$ cat config.mk
export PLATFORM = sky130hd
export DESIGN_NAME = dhp_host_port
export DESIGN_NICKNAME = d
export VERILOG_FILES = /design/src/hdl/dhp_pkg.sv /design/src/hdl/dhp_host_port.sv /design/src/hdl/dhp_sync.sv
export SDC_FILE = /design/constraint.sdc
export NUM_CORES = 1
export LEC_CHECK = 0
export CAP_MARGIN = 20
export CELL_PAD_IN_SITES_DETAIL_PLACEMENT = 0
export CELL_PAD_IN_SITES_GLOBAL_PLACEMENT = 1
export CORE_MARGIN = 10
export CORE_UTILIZATION = 45
export CTS_CLUSTER_DIAMETER = 120
export DETAILED_ROUTE_END_ITERATION = 8
export DONT_BUFFER_PORTS = 1
export PLACE_DENSITY_LB_ADDON = 0.1
export SLEW_MARGIN = 20
export SYNTH_ARGS = -nofsm -noshare
export SYNTH_HDL_FRONTEND = slang
export SYNTH_SLANG_ARGS = --single-unit
$ cat constraint.sdc
create_clock -name clk_sys -period 4.31 [get_ports clk_sys]
set_input_delay 0.431 -clock clk_sys [delete_from_list [all_inputs] [get_ports clk_sys]]
set_output_delay 0.431 -clock clk_sys [all_outputs]
set_load 0.03 [all_outputs]
$ cat src/hdl/dhp_pkg.sv
// Package: constants and carrier types for the generic host port
package dhp_pkg;

  // Register select codes, read side
  localparam logic [3:0] RD_MODE_A    = 4'h0;
  localparam logic [3:0] RD_CSR_A     = 4'h2;
  localparam logic [3:0] RD_IPCR      = 4'h4;
  localparam logic [3:0] RD_MODE_B    = 4'h8;
  localparam logic [3:0] RD_CSR_B     = 4'ha;
  localparam logic [3:0] RD_VECTOR    = 4'hc;
  localparam logic [3:0] RD_IN_PORT   = 4'hd;
  localparam logic [3:0] RD_CT_START  = 4'he;
  localparam logic [3:0] RD_CT_STOP   = 4'hf;
  // Register select codes, write side
  localparam logic [3:0] WR_MODE_A    = 4'h0;
  localparam logic [3:0] WR_CSR_A     = 4'h1;
  localparam logic [3:0] WR_ACR       = 4'h4;
  localparam logic [3:0] WR_MODE_B    = 4'h8;
  localparam logic [3:0] WR_CSR_B     = 4'h9;
  localparam logic [3:0] WR_VECTOR    = 4'hc;
  localparam logic [3:0] WR_OPCR      = 4'hd;
  localparam logic [3:0] WR_OP_SET    = 4'he;
  localparam logic [3:0] WR_OP_CLR    = 4'hf;

  // Reset values
  localparam logic [7:0] VECTOR_RST   = 8'h0f;
  localparam logic [7:0] BYTE_RST     = 8'h00;

  // Field positions
  localparam int         CSR_RX_HI    = 7;
  localparam int         CSR_RX_LO    = 4;
  localparam logic [3:0] CSR_RX_EXT   = 4'hf;
  localparam int         ACR_CT_HI    = 6;
  localparam int         ACR_CT_LO    = 4;
  localparam logic [2:0] CT_SRC_IP2   = 3'h0;
  localparam logic [2:0] CNT_SRC_IP2  = 3'h4;
  localparam int         OP_OD_LO     = 3;

  // Widths
  localparam int         IN_W         = 7;
  localparam int         OUT_W        = 8;

  // Strobe group from the processor
  typedef struct packed {
    logic       cs_n;
    logic       rd_n;
    logic       wr_n;
    logic [3:0] sel;
  } dhp_bus_type;

  // Special-function routing seen by the rest of the chip
  typedef struct packed {
    logic chan_b_rx_ext_clock;
    logic rx_b_ext_sel;
    logic ct_ext_clock;
    logic ct_ext_sel;
  } dhp_route_type;

endpackage : dhp_pkg

$ cat src/hdl/dhp_host_port.sv
// Generic strobe host port with port-pin function routing
`timescale 1ns/1ps
`default_nettype none
module dhp_host_port
  import dhp_pkg::*;
#(
  parameter int IN_WIDTH  = IN_W,
  parameter int OUT_WIDTH = OUT_W
) (
  // Clock and reset
  input  wire logic                   clk_sys,
  input  wire logic                   rst,
  // Processor strobes and select
  input  wire dhp_pkg::dhp_bus_type   bus,
  // Data bus, split into three signals
  input  wire logic [7:0]             data_in,
  output logic      [7:0]             data_out,
  output logic                        data_oe_n,
  // Parallel ports
  input  wire logic [IN_WIDTH-1:0]    in_port,
  output logic      [OUT_WIDTH-1:0]   out_port,
  output logic      [OUT_WIDTH-1:0]   out_port_oe_n,
  // Special functions from the core
  input  wire logic                   irq_pending,
  input  wire logic [OUT_WIDTH-1:0]   special_out,
  input  wire logic                   rx_b_data,
  // Interrupt request, open drain
  output logic                        irq_out,
  output logic                        irq_oe_n,
  // Routing and events toward the core
  output var dhp_pkg::dhp_route_type  route,
  output logic                        rx_b_bit_valid,
  output logic                        rx_b_bit,
  output logic                        ct_start,
  output logic                        ct_stop
);
  import dhp_pkg::*;

  // Settled strobes and inputs
  logic [2:0]          strb_s, strb_r, strb_f;
  logic [IN_WIDTH-1:0] in_s, in_r, in_f;
  logic                cs_n_s, rd_n_s, wr_n_s;
  logic                rd_act, wr_act;      // Both strobes low
  logic                rd_go, wr_go;        // One-cycle access events

  // Programmed storage
  logic [7:0] mode_a_reg, mode_b_reg;
  logic [7:0] csr_a_reg, chan_b_clock_sel_reg;
  logic [7:0] acr_reg, opcr_reg;
  logic [7:0] vector_holding_reg;
  logic [OUT_WIDTH-1:0] op_reg;
  logic [7:0] wdata_reg;               // Data held while write is open
  logic [3:0] sel_reg;                 // Select held while access is open
  logic       wr_open_reg;
  logic [IN_WIDTH-1:0] ipcr_reg;       // Changed bits since last read

  // Strobes are resynchronised; each edge becomes one pulse
  dhp_sync #(.W(3)) u_strb (
    .clk_sys (clk_sys),
    .rst     (rst),
    .din     ({bus.cs_n, bus.rd_n, bus.wr_n}),
    .rst_val (3'h7),
    .dout    (strb_s),
    .rise    (strb_r),
    .fall    (strb_f)
  );

  // Input pins share the same two-stage crossing
  dhp_sync #(.W(IN_WIDTH)) u_inp (
    .clk_sys (clk_sys),
    .rst     (rst),
    .din     (in_port),
    .rst_val ('1),
    .dout    (in_s),
    .rise    (in_r),
    .fall    (in_f)
  );

  assign cs_n_s = strb_s[2];
  assign rd_n_s = strb_s[1];
  assign wr_n_s = strb_s[0];
  assign rd_act = ~cs_n_s & ~rd_n_s;
  assign wr_act = ~cs_n_s & ~wr_n_s;
  // Read fires when the later of the two falls lands
  assign rd_go  = rd_act & (strb_f[2] | strb_f[1]);
  // Write fires on whichever strobe rises first while open
  assign wr_go  = wr_open_reg & (cs_n_s | wr_n_s);

  // Decides whether a select code on the write side is an output-port set or clear command
  function automatic logic is_cmd_wr(input logic [3:0] s);
    is_cmd_wr = (s == WR_OP_SET) || (s == WR_OP_CLR);
  endfunction

  // Hold select and data while the write window is open
  always_ff @(posedge clk_sys or posedge rst) begin
    if (rst) begin
      wr_open_reg <= 1'b0;
      wdata_reg   <= BYTE_RST;
      sel_reg     <= 4'h0;
    end else if (wr_go) begin
      wr_open_reg <= 1'b0;
    end else if (wr_act) begin
      // Latest stable value wins; host keeps lines steady across strobe
      wr_open_reg <= 1'b1;
      wdata_reg   <= data_in;
      sel_reg     <= bus.sel;
    end else if (rd_go) begin
      sel_reg     <= bus.sel;
    end
  end

  // Ordinary register stores, one per closed write
  always_ff @(posedge clk_sys or posedge rst) begin
    if (rst) begin
      mode_a_reg           <= BYTE_RST;
      mode_b_reg           <= BYTE_RST;
      csr_a_reg            <= BYTE_RST;
      chan_b_clock_sel_reg <= BYTE_RST;
      acr_reg              <= BYTE_RST;
      opcr_reg             <= BYTE_RST;
      vector_holding_reg   <= VECTOR_RST;
    end else if (wr_go && !is_cmd_wr(sel_reg)) begin
      case (sel_reg)
        WR_MODE_A: mode_a_reg           <= wdata_reg;
        WR_MODE_B: mode_b_reg           <= wdata_reg;
        WR_CSR_A:  csr_a_reg            <= wdata_reg;
        WR_CSR_B:  chan_b_clock_sel_reg <= wdata_reg;
        WR_ACR:    acr_reg              <= wdata_reg;
        WR_OPCR:   opcr_reg             <= wdata_reg;
        WR_VECTOR: vector_holding_reg   <= wdata_reg;
        default:   ;                    // Unused write codes; nothing is stored
      endcase
    end
  end

  // Output port: set and reset by address-triggered commands
  always_ff @(posedge clk_sys or posedge rst) begin
    if (rst) begin
      op_reg <= '0;
    end else if (wr_go && sel_reg == WR_OP_SET) begin
      op_reg <= op_reg | wdata_reg[OUT_WIDTH-1:0];
    end else if (wr_go && sel_reg == WR_OP_CLR) begin
      op_reg <= op_reg & ~wdata_reg[OUT_WIDTH-1:0];
    end
  end

  // Input change flags; a change in the read cycle survives the clear
  always_ff @(posedge clk_sys or posedge rst) begin
    if (rst) begin
      ipcr_reg <= '0;
    end else if (rd_go && bus.sel == RD_IPCR) begin
      ipcr_reg <= in_r | in_f;
    end else begin
      ipcr_reg <= ipcr_reg | in_r | in_f;
    end
  end

  // Read data and bus drive; only during an open read cycle
  always_ff @(posedge clk_sys or posedge rst) begin
    if (rst) begin
      data_out  <= BYTE_RST;
      data_oe_n <= 1'b1;
    end else if (!rd_act) begin
      data_oe_n <= 1'b1;
    end else if (rd_go) begin
      data_oe_n <= 1'b0;
      case (bus.sel)
        RD_MODE_A:  data_out <= mode_a_reg;
        RD_MODE_B:  data_out <= mode_b_reg;
        RD_CSR_A:   data_out <= csr_a_reg;
        RD_CSR_B:   data_out <= chan_b_clock_sel_reg;
        RD_IPCR:    data_out <= {1'b0, ipcr_reg};
        // Stored vector is only ever returned as data, never for a vector cycle
        RD_VECTOR:  data_out <= vector_holding_reg;
        RD_IN_PORT: data_out <= {1'b0, in_s};
        default:    data_out <= BYTE_RST;
      endcase
    end
  end

  // Counter start and stop commands are reads of their addresses
  always_ff @(posedge clk_sys or posedge rst) begin
    if (rst) begin
      ct_start <= 1'b0;
      ct_stop  <= 1'b0;
    end else begin
      ct_start <= rd_go && bus.sel == RD_CT_START;
      ct_stop  <= rd_go && bus.sel == RD_CT_STOP;
    end
  end

  // Input pin routing to dedicated clock functions
  always_ff @(posedge clk_sys or posedge rst) begin
    if (rst) begin
      route <= '0;
    end else begin
      route.chan_b_rx_ext_clock <= in_s[6];
      // Only the channel B select field picks the external receive clock
      route.rx_b_ext_sel <=
        chan_b_clock_sel_reg[CSR_RX_HI:CSR_RX_LO] == CSR_RX_EXT;
      route.ct_ext_clock <= in_s[2];
      route.ct_ext_sel   <=
        acr_reg[ACR_CT_HI:ACR_CT_LO] == CT_SRC_IP2 ||
        acr_reg[ACR_CT_HI:ACR_CT_LO] == CNT_SRC_IP2;
    end
  end

  // Receiver B bit capture on each rising edge of its external clock
  always_ff @(posedge clk_sys or posedge rst) begin
    if (rst) begin
      rx_b_bit_valid <= 1'b0;
      rx_b_bit       <= 1'b1;
    end else begin
      rx_b_bit_valid <= route.rx_b_ext_sel & in_r[6];
      if (route.rx_b_ext_sel && in_r[6]) begin
        rx_b_bit <= rx_b_data;
      end
    end
  end

  // Output pins: plain push-pull, or open drain when special
  always_ff @(posedge clk_sys or posedge rst) begin
    if (rst) begin
      out_port      <= '0;
      out_port_oe_n <= '0;
    end else begin
      for (int i = 0; i < OUT_WIDTH; i++) begin
        if (i >= OP_OD_LO && opcr_reg[i[2:0]]) begin
          // Special: only pulls low, pull-up gives the high level
          out_port[i]      <= 1'b0;
          out_port_oe_n[i] <= special_out[i];
        end else begin
          out_port[i]      <= op_reg[i];
          out_port_oe_n[i] <= 1'b0;
        end
      end
    end
  end

  // Interrupt pin pulls low only; no acknowledge input exists
  always_ff @(posedge clk_sys or posedge rst) begin
    if (rst) begin
      irq_out  <= 1'b0;
      irq_oe_n <= 1'b1;
    end else begin
      irq_out  <= 1'b0;
      irq_oe_n <= ~irq_pending;
    end
  end

  // Write only after both strobes were low together
  chk_write_needs_both: assert property (@(posedge clk_sys) disable iff (rst)
    wr_go |-> $past(wr_act, 1) || $past(wr_open_reg, 1))
    else $error("write closed without an open window");

  // A write closes once and clears its window next cycle
  chk_write_once: assert property (@(posedge clk_sys) disable iff (rst)
    wr_go |=> !wr_open_reg)
    else $error("write window not closed");

  // Store lands in the vector register one cycle after close
  chk_vector_store: assert property (@(posedge clk_sys) disable iff (rst)
    wr_go && sel_reg == WR_VECTOR |=> vector_holding_reg == $past(wdata_reg))
    else $error("vector register not stored");

  // Data bus driven only during a read cycle
  chk_bus_drive: assert property (@(posedge clk_sys) disable iff (rst)
    !data_oe_n |-> $past(rd_act, 1))
    else $error("data bus driven outside read");

  // Read drive starts the cycle after the read event
  chk_read_start: assert property (@(posedge clk_sys) disable iff (rst)
    rd_go |=> !data_oe_n)
    else $error("read did not start");

  // Chip select alone moves no data
  chk_cs_alone: assert property (@(posedge clk_sys) disable iff (rst)
    !cs_n_s && rd_n_s && wr_n_s && !wr_open_reg |-> !wr_go && !rd_go)
    else $error("transfer with chip select alone");

  // Set command raises every written bit
  chk_op_set: assert property (@(posedge clk_sys) disable iff (rst)
    wr_go && sel_reg == WR_OP_SET |=> (op_reg & $past(wdata_reg)) == $past(wdata_reg))
    else $error("output set command lost");

  // Counter start pulse follows its read by one cycle
  chk_ct_start: assert property (@(posedge clk_sys) disable iff (rst)
    rd_go && bus.sel == RD_CT_START |=> ct_start ##1 !ct_start)
    else $error("counter start pulse wrong");

  // Interrupt pin never drives high
  chk_irq_od: assert property (@(posedge clk_sys) disable iff (rst)
    !irq_oe_n |-> !irq_out ##1 (irq_oe_n == !$past(irq_pending)))
    else $error("interrupt pin drove high");

  // Receiver B takes a bit on its clock rise when selected
  chk_rx_sample: assert property (@(posedge clk_sys) disable iff (rst)
    route.rx_b_ext_sel && in_r[6] |=> rx_b_bit_valid && rx_b_bit == $past(rx_b_data))
    else $error("receiver B sample missed");

  // Counter stop pulse follows its read by one cycle
  chk_ct_stop: assert property (@(posedge clk_sys) disable iff (rst)
    rd_go && bus.sel == RD_CT_STOP |=> ct_stop ##1 !ct_stop)
    else $error("counter stop pulse wrong");

  // Upper output bits in a special role never drive a high level
  chk_op_open_drain: assert property (@(posedge clk_sys) disable iff (rst)
    (out_port[OUT_WIDTH-1:OP_OD_LO] & $past(opcr_reg[OUT_WIDTH-1:OP_OD_LO])) == '0)
    else $error("special output drove high");

  // Reading the change flags keeps only changes of that same cycle
  chk_ipcr_clear: assert property (@(posedge clk_sys) disable iff (rst)
    rd_go && bus.sel == RD_IPCR |=> (ipcr_reg & ~$past(in_r | in_f)) == '0)
    else $error("change flags not cleared by read");

  // Data bus released the cycle after the read cycle ends
  chk_bus_release: assert property (@(posedge clk_sys) disable iff (rst)
    !rd_act |=> data_oe_n)
    else $error("data bus held after read");

endmodule // dhp_host_port
`default_nettype wire

$ cat src/hdl/dhp_sync.sv
// Two-stage synchroniser with rise and fall pulses on the settled copy
`timescale 1ns/1ps
`default_nettype none
module dhp_sync #(
  parameter int W = 1
) (
  // Clock and reset
  input  wire logic         clk_sys,
  input  wire logic         rst,
  // Raw level and its settled copy
  input  wire logic [W-1:0] din,
  input  wire logic [W-1:0] rst_val,
  output logic      [W-1:0] dout,
  output logic      [W-1:0] rise,
  output logic      [W-1:0] fall
);
  logic [W-1:0] s1_reg;   // First stage, read only by the second
  logic [W-1:0] s2_reg;   // Settled level
  logic [W-1:0] s3_reg;   // Previous settled level for edges

  // Reset value preset is a constant at both instances
  always_ff @(posedge clk_sys or posedge rst) begin
    if (rst) begin
      s1_reg <= '1;
      s2_reg <= '1;
      s3_reg <= '1;
    end else begin
      s1_reg <= din;
      s2_reg <= s1_reg;
      s3_reg <= s2_reg;
    end
  end

  assign dout = s2_reg;
  assign rise = s2_reg & ~s3_reg;
  assign fall = ~s2_reg & s3_reg;
endmodule // dhp_sync
`default_nettype wire

==> flow_summary_export.csv <==
group,metric,value,unit
run_status,outcome,"complete, no violations",
floorplanning,rows,39,
sta,finalWorstSetupSlack,2.28,ns
run,cap_violations,0,
synthesis,ys_ff_latch,135,
worst_setup_path,start_kind,"register",
sta,tightest_slew,0.963,ns
cells_and_area,drive_gt1_frac,0.351,
worst_setup_path,cp.arrival,2.34,ns
sta,skew,0.00642,ns
detailed_routing,routedWlPerCell,20.4,um
floorplanning,coreArea,0.0114,mm2
cts,path_clk_slew,0.05,ns
detailed_routing,dr.pass1.iters,4,
pwr,leakagePower,2.56,nW
synthesis,synthTopCellsByCount,"dfrtp_1 (99), mux2_2 (65), dfstp_2 (36)",
cts,post_cts_buffers,0,
place,numPortBuffers,0,
worst_setup_path,timing_worst_setup_path_type,"reg2reg",
cells_and_area,final_util,0.522,
sta,period_share,0.472,
cts,cts_made_buffers,17,
cells_and_area,antennaDiodeCount,0,
worst_hold_path,hold_path_class,"in2reg",
global_route,overflow,0,
sta,period_minus_slack,2.03,ns
synthesis,synth_most_common_cell,"dfrtp_1",
synthesis,synth_edf_count,0,
synthesis,syn_inst,362,
detailed_routing,detail-route-antenna-nets,0,
synthesis,synthesis.area,0.00524,mm2
place,dpl.hpwl,6930,um
synthesis,synth_area_leaders,"dfrtp_1 (47%), dfstp_2 (18%), mux2_2 (14%), a22oi_1 (1.7%), a21oi_1 (1.5%)",
cells_and_area,area_growth,13.7,%
sta,slew_viol_final,0,
detailed_routing,detail_route.wirelength,10800,um
detailed_routing,viasPerCell,5.60,
floorplanning,die_area,0.0164,mm2
sta,tns,0,ns
cts,cts.path.max_buffers,2,
sta,finalSetupViolCount,0,
detailed_routing,drc,0,
floorplanning,io_pins,69,
global_route,grt_pass1_wl,17100,um
synthesis,synth_top_area_frac,0.473,
cts,ctsRootBufferMaster,"clkbuf_16",
synthesis,yosysTopAreaCell,"dfrtp_1",
place,dp_slack,2.23,ns
place,place_congestion,0.722,
floorplanning,die_w,128,um
synthesis,avgSynthCellArea,14.5,um2
sta,rsz0062_at_grt,"false",
floorplanning,start_util,0.459,
pwr,power,3.60,mW
synthesis,yosysUniqueCellTypes,49,
cells_and_area,fillers,1001,
pwr,vdd_drop_max,304,uV
sta,slew_headroom,0.356,
floorplanning,die_h,128,um
sta,fmax,0.492,GHz
cts,htreeDepth,4,
cts,clk_latency,0.42,ns
cts,cts-resized-gates,0,
global_route,antenna_found_initial,0,
global_route,grt_pass1_vias,3127,
synthesis,ys.flop_type,"dfrtp_1",
synthesis,synthArstFlopShare,1.00,
global_route,grt.total_usage,0.137,
synthesis,ys_warn_count,0,
worst_setup_path,critPathRequiredTime,4.61,ns
detailed_routing,vias,2956,
sta,finalHoldViolCount,0,
worst_setup_path,cp-end-kind,"register",
cts,cts_tree,"yes",
global_route,grt_max_degree,106,
synthesis,synth.yosys.seq_area_share,0.653,
detailed_routing,first_iter_violations,162,
cts,numClockSinks,135,
worst_setup_path,cp_max_fo,8,
cells_and_area,nNetsFinal,406,
pwr,powerDensity,605,mW/mm2
[layout make-up]
type,instances,area [um2],share of cell area
multi-input cells,203,1680,0.283
flip-flops and latches,135,3420,0.575
repair buffers,11,108,0.0181
clock buffers,27,493,0.0828
inverters,4,20.0,0.00336
clock inverters,5,50.0,0.00840
well taps,143,179,0.0300
[layout by cell type, fill, tap and decap left out, drive strengths merged, types with 6 or more instances in the layout]
cell / count
a21o: 7
a21oi: 16
a22oi: 12
a31oi: 8
and2: 6
clkbuf: 27
dfrtp: 99
dfstp: 36
dlygate4sd3: 10
mux2: 65
nand2: 7
nand3b: 7
nor2: 8
xor2: 7
[through the flow]
step,std cells,hold slack [ns],instance area [um2]
after floorplan,365,0.345,5250
after global placement,486,0.345,5310
after detailed placement,486,0.348,5310
after CTS,528,0.00977,5960
after global routing,528,0.0184,5960
final,528,0.0294,5960
[worst max-delay path, stage by stage, from the launching register on]
cell,delay (ns)
dfstp_2,0.59
o21ai_1,0.12
nor3_1,0.29
and3_1,0.53
mux2_2,0.39
[worst paths after layout]
path / cells past startpoint / slack, ns / endpoint / start
max: 4 / 2.28 / vector_holding_reg[7] / u_strb.dout[2]
min: 1 / 0.03 / irq_oe_n / irq_pending
max reg2reg: 4 / 2.28 / vector_holding_reg[7] / u_strb.dout[2]
min reg2reg: 0 / 0.36 / u_inp.dout[1] / u_inp.s1_reg[1]
max in group asynchronous: 2 / 3.23 / vector_holding_reg[7] / rst
min in group asynchronous: 1 / 0.07 / route[1] / rst
[layer usage]
metal | vias to the layer above | share of wire | GRT usage
met5 | - | 0 | 0
met4 | 0 | 0.021 | 0.0675
met3 | 19 | 0.045 | 0.0463
met2 | 50 | 0.50 | 0.219
met1 | 1552 | 0.44 | 0.163
li1 | 1335 | - | -
[kinds of logic (layout without fill, tap and decap cells)]
| group | count (synthesis) | after routing | share of synthesized area |
|---|---|---|---|
| and+or+nand+nor | 58 | 58 | 0.0728 |
| xor gates and xnor gates | 7 | 7 | 0.0117 |
| AOI/OAI and AO/OA | 66 | 66 | 0.0886 |
| other | 1 | 4 | 0.000716 |
| DFF | 135 | 135 | 0.653 |
| buffers and inverters | 27 | 47 | 0.0272 |
| muxes | 68 | 68 | 0.145 |
[timing repair]
item | CTS | global route
setup endpoints to repair | 0 | 0
hold buffers | 10 | 0
endpoints found under the hold margin | 10 | 0
[report_power, final]
| group | switching [mW] | internal (mW) |
|---|---|---|
| combinational | 0.141 | 0.233 |
| clock | 0.496 | 0.834 |
| sequential | 0.310 | 1.59 |
(Power assumes the default switching activity.)
